[src/rtl/t1dl_pkg.sv]
/*
  Constants shared by the byte-wide link port, its host-side controller and
  the ones-run counter. Assumes one common clock for both ends.
*/
package t1dl_pkg;
  // Device register offsets on its own byte port
  localparam logic [7:0] REG_RX_LINK_BYTE = 8'h28;
  localparam logic [7:0] REG_RX_MATCH_A = 8'h29;
  localparam logic [7:0] REG_RX_MATCH_B = 8'h2a;
  localparam logic [7:0] REG_TX_LINK_BYTE = 8'h7e;
  localparam logic [7:0] REG_STATUS = 8'h40;
  localparam logic [7:0] REG_IRQ_MASK = 8'h41;
  localparam logic [7:0] REG_CONTROL = 8'h42;
  // Status and mask bit positions
  localparam int BIT_MATCH = 2;
  localparam int BIT_TX_EMPTY = 3;
  localparam int BIT_RX_FULL = 4;
  // Control bit positions
  localparam int BIT_RX_DESTUFF = 0;
  localparam int BIT_FS_SOURCE = 2;
  localparam int BIT_TX_STUFF = 4;
  localparam int BIT_MF_LOAD = 5;
  localparam logic [7:0] RESET_BYTE = 8'h00;
  localparam logic [7:0] FLAG_BITS = 8'h1c;
  // Ones-run counting
  localparam logic [2:0] RUN_STUFF = 3'd5;
  localparam logic [2:0] RUN_SAT = 3'd6;
  localparam logic [2:0] LAST_BIT = 3'd7;
  // Host controller registers (byte addresses)
  localparam logic [11:0] HREG_CMD = 12'h000;
  localparam logic [11:0] HREG_RESULT = 12'h004;
  localparam logic [11:0] HREG_IRQ_STATUS = 12'h008;
  localparam logic [11:0] HREG_IRQ_MASK = 12'h00c;
  localparam int CMD_WDATA_LSB = 8;
  localparam int CMD_WRITE = 16;
  localparam int CMD_GO = 17;
  localparam int RES_BUSY = 8;
  localparam int HIRQ_DEVICE = 0;
  localparam int HIRQ_DONE = 1;
  localparam logic [1:0] HTRANS_NONSEQ = 2'b10;
endpackage : t1dl_pkg

[src/rtl/t1dl_port_if.sv]
/*
  Byte register port between host controller and link port device.
  Assumes both ends run on the clock given here.
*/
`timescale 1ns/100ps
`default_nettype none
interface t1dl_port_if (
  input wire logic clock
);
  logic [7:0] addr;
  logic [7:0] wdata;
  logic wr;
  logic rd;
  logic [7:0] rdata;
  logic int_n;
  modport dev (input addr, input wdata, input wr, input rd, output rdata, output int_n);
  modport host (output addr, output wdata, output wr, output rd, input rdata, input int_n);
endinterface : t1dl_port_if
`default_nettype wire

[src/rtl/t1dl_ones_run.sv]
/*
  Saturating counter of consecutive ones in a bit stream.
  Assumes step marks a bit in the same clock domain.
*/
`timescale 1ns/100ps
`default_nettype none
module t1dl_ones_run
  import t1dl_pkg::*;
(
  input wire logic clock,
  input wire logic rst_b,
  input wire logic ce,
  input wire logic step,
  input wire logic bit_in,
  output logic [2:0] run
);
  // Saturation keeps six-or-more distinct from exactly five
  wire logic [2:0] run_nxt = !bit_in ? 3'd0 : (run == RUN_SAT) ? run : 3'(run + 3'd1);

  always_ff @(posedge clock or negedge rst_b) begin
    if (!rst_b) begin
      run <= 3'd0;
    end else if (ce && step) begin
      run <= run_nxt;
    end
  end
endmodule : t1dl_ones_run
`default_nettype wire

[src/rtl/t1dl_link_port.sv]
/*
  Byte-wide link/Fs port of a T1 framer: receive shifter with destuffer and
  match compare, transmit serialiser with stuffer, status, mask, interrupt.
  Assumes the framer pulses rx_slot/tx_slot once per link or Fs bit position
  and mf_boundary once per multiframe, all on this clock.
*/
// The AHB-Lite slave port was decided locally.
`timescale 1ns/100ps
`default_nettype none
module t1dl_link_port
  import t1dl_pkg::*;
(
  input wire logic clock,
  input wire logic rst_b,
  input wire logic ce,
  t1dl_port_if.dev port,
  input wire logic rx_slot,
  input wire logic rx_bit,
  input wire logic tx_slot,
  input wire logic mf_boundary,
  input wire logic d4_mode,
  input wire logic hdlc_tx_active,
  output logic tx_bit,
  output logic tx_bit_valid
);
  logic [7:0] rx_link_byte_r;
  logic [7:0] rx_match_byte_a_r;
  logic [7:0] rx_match_byte_b_r;
  logic [7:0] tx_link_byte_r;
  logic [7:0] status_r;
  logic [7:0] mask_r;
  logic [7:0] control_r;
  logic [7:0] rx_shift_r;
  logic [2:0] rx_count_r;
  logic [7:0] tx_cur_r;
  logic [2:0] tx_index_r;
  logic [7:0] rdata_r;
  logic int_n_r;
  logic [2:0] rx_run;
  logic [2:0] tx_run;

  // Same address compare serves write decode and read select
  function automatic logic reg_hit(
    input logic [7:0] addr,
    input logic [7:0] offset
  );
    return addr == offset;
  endfunction : reg_hit

  // Bit counters wrap after the eighth bit of a byte
  function automatic logic [2:0] wrap_inc(
    input logic [2:0] count
  );
    return 3'(count + 3'd1);
  endfunction : wrap_inc

  // Hardware set wins over a same-cycle write-one clear
  function automatic logic [7:0] sticky_nxt(
    input logic [7:0] flags,
    input logic [7:0] clr_bits,
    input logic [7:0] set_bits
  );
    return (flags & ~clr_bits) | set_bits;
  endfunction : sticky_nxt

  // Either programmed byte counts as a match
  function automatic logic byte_hit(
    input logic [7:0] value,
    input logic [7:0] match_a,
    input logic [7:0] match_b
  );
    return (value == match_a) || (value == match_b);
  endfunction : byte_hit

  // Register select, shared by write strobes and read data
  wire logic sel_rx_byte = reg_hit(port.addr, REG_RX_LINK_BYTE);
  wire logic sel_match_a = reg_hit(port.addr, REG_RX_MATCH_A);
  wire logic sel_match_b = reg_hit(port.addr, REG_RX_MATCH_B);
  wire logic sel_tx_byte = reg_hit(port.addr, REG_TX_LINK_BYTE);
  wire logic sel_status = reg_hit(port.addr, REG_STATUS);
  wire logic sel_mask = reg_hit(port.addr, REG_IRQ_MASK);
  wire logic sel_control = reg_hit(port.addr, REG_CONTROL);

  // Register decode
  wire logic wr_rx_match_a = port.wr && sel_match_a;
  wire logic wr_rx_match_b = port.wr && sel_match_b;
  wire logic wr_tx_byte = port.wr && sel_tx_byte;
  wire logic wr_status = port.wr && sel_status;
  wire logic wr_mask = port.wr && sel_mask;
  wire logic wr_control = port.wr && sel_control;

  wire logic rx_destuff_enable = control_r[BIT_RX_DESTUFF];
  wire logic fs_source_select = control_r[BIT_FS_SOURCE];
  wire logic tx_stuff_enable = control_r[BIT_TX_STUFF];
  wire logic multiframe_load_enable = control_r[BIT_MF_LOAD];

  // Receive path
  wire logic rx_drop = rx_destuff_enable && !rx_bit && (rx_run == RUN_STUFF);
  wire logic rx_take = rx_slot && !rx_drop;
  wire logic [7:0] rx_assembled = {rx_bit, rx_shift_r[7:1]};
  wire logic rx_done = rx_take && (rx_count_r == LAST_BIT);
  wire logic rx_hit = byte_hit(rx_assembled, rx_match_byte_a_r, rx_match_byte_b_r);
  wire logic rx_match = rx_done && rx_hit;

  t1dl_ones_run rx_ones (
    .clock(clock),
    .rst_b(rst_b),
    .ce(ce),
    .step(rx_slot),
    .bit_in(rx_bit),
    .run(rx_run)
  );

  // Transmit path; HDLC or framer-sourced Fs takes the slot away from us
  wire logic tx_owned = !hdlc_tx_active && !(d4_mode && fs_source_select);
  wire logic tx_step = tx_slot && tx_owned;
  // Stuffing runs across byte boundaries; a stuffed zero holds the index
  wire logic tx_stuff = tx_stuff_enable && (tx_run == RUN_STUFF);
  wire logic tx_out = tx_stuff ? 1'b0 : tx_cur_r[tx_index_r];
  wire logic tx_data_step = tx_step && !tx_stuff;
  wire logic tx_last = tx_data_step && (tx_index_r == LAST_BIT);
  wire logic tx_mf_load = multiframe_load_enable && mf_boundary;

  t1dl_ones_run tx_ones (
    .clock(clock),
    .rst_b(rst_b),
    .ce(ce),
    .step(tx_step),
    .bit_in(tx_out),
    .run(tx_run)
  );

  // Status: hardware set wins over a same-cycle write-one clear
  wire logic [7:0] status_set = {3'b000, rx_done, tx_last, rx_match, 2'b00};
  wire logic [7:0] status_clr = wr_status ? port.wdata : 8'h00;
  wire logic [7:0] status_nxt = sticky_nxt(status_r, status_clr, status_set);

  wire logic [7:0] read_mux =
    sel_rx_byte ? rx_link_byte_r :
    sel_match_a ? rx_match_byte_a_r :
    sel_match_b ? rx_match_byte_b_r :
    sel_tx_byte ? tx_link_byte_r :
    sel_status ? status_r :
    sel_mask ? mask_r :
    sel_control ? control_r : 8'h00;

  always_ff @(posedge clock or negedge rst_b) begin
    if (!rst_b) begin
      rx_match_byte_a_r <= RESET_BYTE;
      rx_match_byte_b_r <= RESET_BYTE;
      tx_link_byte_r <= RESET_BYTE;
      mask_r <= RESET_BYTE;
      control_r <= RESET_BYTE;
      status_r <= RESET_BYTE;
      rdata_r <= RESET_BYTE;
    end else if (ce) begin
      if (wr_rx_match_a) rx_match_byte_a_r <= port.wdata;
      if (wr_rx_match_b) rx_match_byte_b_r <= port.wdata;
      if (wr_tx_byte) tx_link_byte_r <= port.wdata;
      if (wr_mask) mask_r <= port.wdata & FLAG_BITS;
      if (wr_control) control_r <= port.wdata;
      status_r <= status_nxt;
      if (port.rd) rdata_r <= read_mux;
    end
  end

  // Receive shifter; an unread byte is simply replaced by the next
  always_ff @(posedge clock or negedge rst_b) begin
    if (!rst_b) begin
      rx_shift_r <= RESET_BYTE;
      rx_count_r <= 3'd0;
      rx_link_byte_r <= RESET_BYTE;
    end else if (ce && rx_take) begin
      rx_shift_r <= rx_assembled;
      rx_count_r <= wrap_inc(rx_count_r);
      if (rx_done) rx_link_byte_r <= rx_assembled;
    end
  end

  // Serialiser; an unchanged holding byte is sent again
  always_ff @(posedge clock or negedge rst_b) begin
    if (!rst_b) begin
      tx_cur_r <= RESET_BYTE;
      tx_index_r <= 3'd0;
    end else if (ce) begin
      if (tx_mf_load) begin
        tx_cur_r <= tx_link_byte_r;
        tx_index_r <= 3'd0;
      end else if (tx_data_step) begin
        tx_index_r <= wrap_inc(tx_index_r);
        if (tx_last && !multiframe_load_enable) tx_cur_r <= tx_link_byte_r;
      end
    end
  end

  always_ff @(posedge clock or negedge rst_b) begin
    if (!rst_b) begin
      tx_bit <= 1'b0;
      tx_bit_valid <= 1'b0;
      int_n_r <= 1'b1;
    end else if (ce) begin
      if (tx_step) tx_bit <= tx_out;
      tx_bit_valid <= tx_owned;
      int_n_r <= ~|(status_r & mask_r);
    end
  end

  assign port.rdata = rdata_r;
  assign port.int_n = int_n_r;
endmodule : t1dl_link_port
`default_nettype wire

[src/flat_wrapper.sv]
// flat-port wrapper written by rule: the top's interface ports become plain ports
module t1dl_link_port_flat import t1dl_pkg::*;
  (clock, rst_b, ce, rx_slot, rx_bit, tx_slot, mf_boundary, d4_mode, hdlc_tx_active, tx_bit, tx_bit_valid, port_addr, port_wdata, port_wr, port_rd, port_rdata, port_int_n);
  t1dl_port_if port_i (.clock(clock));
  input wire logic clock;
  input wire logic rst_b;
  input wire logic ce;
  input wire logic rx_slot;
  input wire logic rx_bit;
  input wire logic tx_slot;
  input wire logic mf_boundary;
  input wire logic d4_mode;
  input wire logic hdlc_tx_active;
  output logic tx_bit;
  output logic tx_bit_valid;
  input wire logic [$bits(port_i.addr)-1:0] port_addr;
  input wire logic [$bits(port_i.wdata)-1:0] port_wdata;
  input wire logic [$bits(port_i.wr)-1:0] port_wr;
  input wire logic [$bits(port_i.rd)-1:0] port_rd;
  output wire logic [$bits(port_i.rdata)-1:0] port_rdata;
  output wire logic [$bits(port_i.int_n)-1:0] port_int_n;
  assign port_i.addr = port_addr;
  assign port_i.wdata = port_wdata;
  assign port_i.wr = port_wr;
  assign port_i.rd = port_rd;
  assign port_rdata = port_i.rdata;
  assign port_int_n = port_i.int_n;
  t1dl_link_port u_core (.clock(clock), .rst_b(rst_b), .ce(ce), .port(port_i), .rx_slot(rx_slot), .rx_bit(rx_bit), .tx_slot(tx_slot), .mf_boundary(mf_boundary), .d4_mode(d4_mode), .hdlc_tx_active(hdlc_tx_active), .tx_bit(tx_bit), .tx_bit_valid(tx_bit_valid));
endmodule
[config.mk]
export PLATFORM = sky130hd
export DESIGN_NAME = t1dl_link_port_flat
export DESIGN_NICKNAME = d
export VERILOG_FILES = /design/src/rtl/t1dl_pkg.sv /design/src/rtl/t1dl_port_if.sv /design/src/rtl/t1dl_ones_run.sv /design/src/rtl/t1dl_link_port.sv /design/src/flat_wrapper.sv
export SDC_FILE = /design/constraint.sdc
export NUM_CORES = 1
export LEC_CHECK = 0
export ABC_AREA = 1
export BUFFER_PORTS_ARGS = -buffer_cell sky130_fd_sc_hd__clkbuf_2
export CAP_MARGIN = 20
export CORE_UTILIZATION = 35
export CTS_CLUSTER_DIAMETER = 30
export DETAILED_ROUTE_END_ITERATION = 8
export SYNTH_ARGS = -nofsm -noshare
export SYNTH_HDL_FRONTEND = slang
export SYNTH_SLANG_ARGS = --single-unit
export TNS_END_PERCENT = 10
[constraint.sdc]
create_clock -name clock -period 3.8 [get_ports clock]
set_input_delay 0.57 -clock clock [delete_from_list [all_inputs] [get_ports clock]]
set_output_delay 0.57 -clock clock [all_outputs]
set_load 0.05 [all_outputs]
==> impl_metrics.py <==
metrics = {
    "run_status": {
        "status": "finished, final reports clean",
    },
    "die": {
        "fp.dieW_um": 115.6,
        "start_util_pct": 35.81,
        "row_count": 41,
        "die_h_um": 115.6,
        "dieArea_um2": 13370,
        "io_pins": 38,
        "design.core.area_um2": 12620,
    },
    "synth": {
        "seq_area_frac_synth_pct": 49.31,
        "async_flop_share_pct": 100.0,
        "yosys_warnings": 0,
        "syn_inst": 549,
        "synth.distinct_cells": 33,
        "synth_area_per_cell_um2": 8.232,
        "syn_nets": 586,
        "ys_ff_latch": 89,
        "synthesis.area_um2": 4519,
        "synth_flop_cell": "dfrtp_1",
        "synth_edf_count": 0,
    },
    "sta": {
        "rsz0062_at_grt": "no",
        "tns_ps": 0,
        "post-route-min-period_ps": 2035,
        "hold_viol_final": 0,
        "fin_skew_ps": 8.593,
        "slew_viol_final": 0,
        "hold-worst-slack_ps": 357.0,
        "period_share_pct": 53.56,
        "max_freq_mhz": 491.3,
        "max_slew_margin_pct": 39.85,
        "worst_slew_pin_slew_ps": 902.2,
        "setup_viol_count_final": 0,
    },
    "cts": {
        "numClockSinks": 89,
        "cts_buffer_depth": 2,
        "cts_tree": "built",
        "cts_root_buf": "clkbuf_16",
        "htreeDepth": 3,
        "clkLatencyLatePin_ps": 340,
        "cts_setup_buffers": 0,
        "cts_buffers": 9,
        "cts_resized": 0,
        "cts.clk_slew.worst_paths_ps": 60,
        "hold_buffers": 0,
    },
    "worst_setup_path": {
        "crit_slowest_cell": "nor2_1",
        "worst_ep_required_time_ps": 4000,
        "cp.arrival_ps": 2230,
        "max_stage_delay_ps": 560,
        "crit_top_cell": "nand2_1",
        "critPathCaptureType": "flop",
        "path_cells": "clkbuf_2 > inv_2 > nand2_1 > nor2_1 > nand3_1 > o21ai_0 > nand2_1",
        "path_max_fanout": 12,
        "start_kind": "input port",
        "worst-setup-path-type": "input port to flop",
    },
    "placement": {
        "place_congestion": 0.8646,
        "dp_hpwl_um": 7921,
        "port-buffer-count": 37,
    },
    "power": {
        "p_seq_share_pct": 46.1,
        "power.density_nw_per_um2": 522.4,
        "finalPower_mw": 2.704,
        "p_clk_share_pct": 34.5,
        "ir_drop_mv": 0.3445,
        "switching_power_uw": 798.2,
        "switching_share_pct": 29.52,
        "leakage_nw": 2.658,
        "p_int_mw": 1.906,
        "power_frac_comb_pct": 19.3,
    },
    "global_route": {
        "grt-ovfl-total": 0,
        "grt_start_max_net_pins": 72,
        "grt_first_pass_wirelength_um": 17950,
        "grtUsageTotal_pct": 17.67,
        "antenna_found_initial": 0,
        "grt_pass1_vias": 3590,
    },
    "route": {
        "drt-initial-drc-count": 190,
        "wl_um": 10580,
        "wire_per_inst_um": 13.87,
        "ant_nets": 0,
        "drt-pass1-iter-count": 5,
        "avgViaCountPerCell": 4.792,
        "via_count": 3656,
        "drc": 0,
    },
    "layout": {
        "diodes": 0,
        "nNetsFinal": 624,
        "final_common_cell": "nand2_1",
        "mostFrequentLayoutCells": "nand2_1 (154), dfrtp_1 (88), inv_1 (69), clkbuf_2 (36), nand3_1 (35)",
        "layout-drive-gt1-share_pct": 17.77,
        "syn_to_final_growth_pct": 14.53,
    },
    "hold_path": {
        "hold_path_class": "input port to async pin",
    },
    "run": {
        "drv_cap": 0,
    },
}
[through the flow]
stage / instances / cell area (um^2) / setup WS, ps / utilization (%)
after floorplan: 549 / 4519 / 2122 / -
after global placement: 748 / 4865 / 1455 / 38.55
after detailed placement: 748 / 4865 / 1477 / 38.55
after CTS: 763 / 5176 / 1797 / 41.02
after global routing: 763 / 5176 / 1582 / 41.02
final: 763 / 5176 / 1765 / 41.02
[path summary, 6_finish.rpt]
kind / from / endpoint / slack (ps) / depth (start not counted)
min in group clock: u_core.tx_bit / u_core.tx_bit / 490 / 1
hold / removal: rst_b / u_core.tx_bit / 360 / 1
setup reg to reg: u_core.tx_ones.run[1] / u_core.tx_cur_r[0] / 1840 / 9
setup / recovery: port_addr[4] / u_core.status_r[4] / 1760 / 7
hold reg to reg: u_core.tx_bit / u_core.tx_bit / 490 / 1
max in group asynchronous: rst_b / u_core.rx_match_byte_b_r[6] / 2610 / 2
[worst max-delay path: cells and delay by family]
kind	cells	cell delay, ps
buffers and inverters	2	160
AOI/OAI and AO/OA	1	350
and+or+nand+nor	4	1150
[synth_stat cells (4+ instances only)]
library cell / number / share of area [%]
a21oi_1: 9 / 1.0
buf_2: 4 / 0.44
clkbuf_1: 4 / 0.33
dfrtp_1: 88 / 49
ha_1: 10 / 2.8
inv_1: 69 / 5.7
inv_2: 9 / 0.75
nand2_1: 154 / 13
nand2_2: 5 / 0.69
nand3_1: 35 / 3.9
nand4_1: 12 / 1.7
nor2_1: 30 / 2.5
o211ai_1: 4 / 0.66
o21ai_0: 23 / 2.5
o21ai_1: 31 / 3.4
o21ai_2: 17 / 3.3
or2_2: 13 / 1.8
xnor2_1: 10 / 1.9
[power groups by stage]
stage | registers (mW) | logic (mW) | clock network (mW)
after floorplan | 1.28 | 0.340 | 0
after global placement | 1.26 | 0.508 | 0
after detailed placement | 1.26 | 0.527 | 0
after CTS | 1.25 | 0.532 | 0.965
after global routing | 1.27 | 0.607 | 0.996
final | 1.25 | 0.523 | 0.934
[layer usage]
layer / vias to the layer above / global-route usage [%] / routed length, um
li1: 1830 / - / -
met1: 1738 / 22.10 / 4784
met2: 75 / 30.42 / 5238
met3: 13 / 3.400 / 386
met4: 0 / 6.496 / 173
met5: - / 0 / 0
[state kept, by name, indices dropped and copies added, names as in the netlist]
register / count
u_core.control_r: 8
u_core.port.rdata: 8
u_core.rx_link_byte_r: 8
u_core.rx_match_byte_a_r: 8
u_core.rx_match_byte_b_r: 8
u_core.status_r: 8
u_core.tx_cur_r: 8
u_core.tx_link_byte_r: 8
u_core.rx_shift_r: 7
u_core.mask_r: 3
u_core.rx_count_r: 3
u_core.rx_ones.run: 3
u_core.tx_index_r: 3
u_core.tx_ones.run: 3
u_core.port.int_n: 1
u_core.tx_bit: 1
u_core.tx_bit_valid: 1
[logic make-up after synthesis]
kind of cell / share of synthesized area, %
and+or+nand+nor: 25.47
buffers and inverters: 8.056
DFF: 49.31
AOI/OAI and AO/OA: 11.63
xor gates and xnor gates: 2.519
adders and majority gates: 2.769
muxes: 0.2492
[area by class of cell]
| type | count | area (um^2) |
|---|---|---|
| clock buffers | 12 | 246.5 |
| clock inverters | 3 | 65.06 |
| fillers | 1317 | 7443 |
| inverters | 79 | 299.0 |
| multi-input cells | 370 | 1927 |
| flip-flops and latches | 89 | 2228 |
| well taps | 172 | 215.2 |
| repair buffers | 38 | 195.2 |
Power figures use the tool's default switching activity.
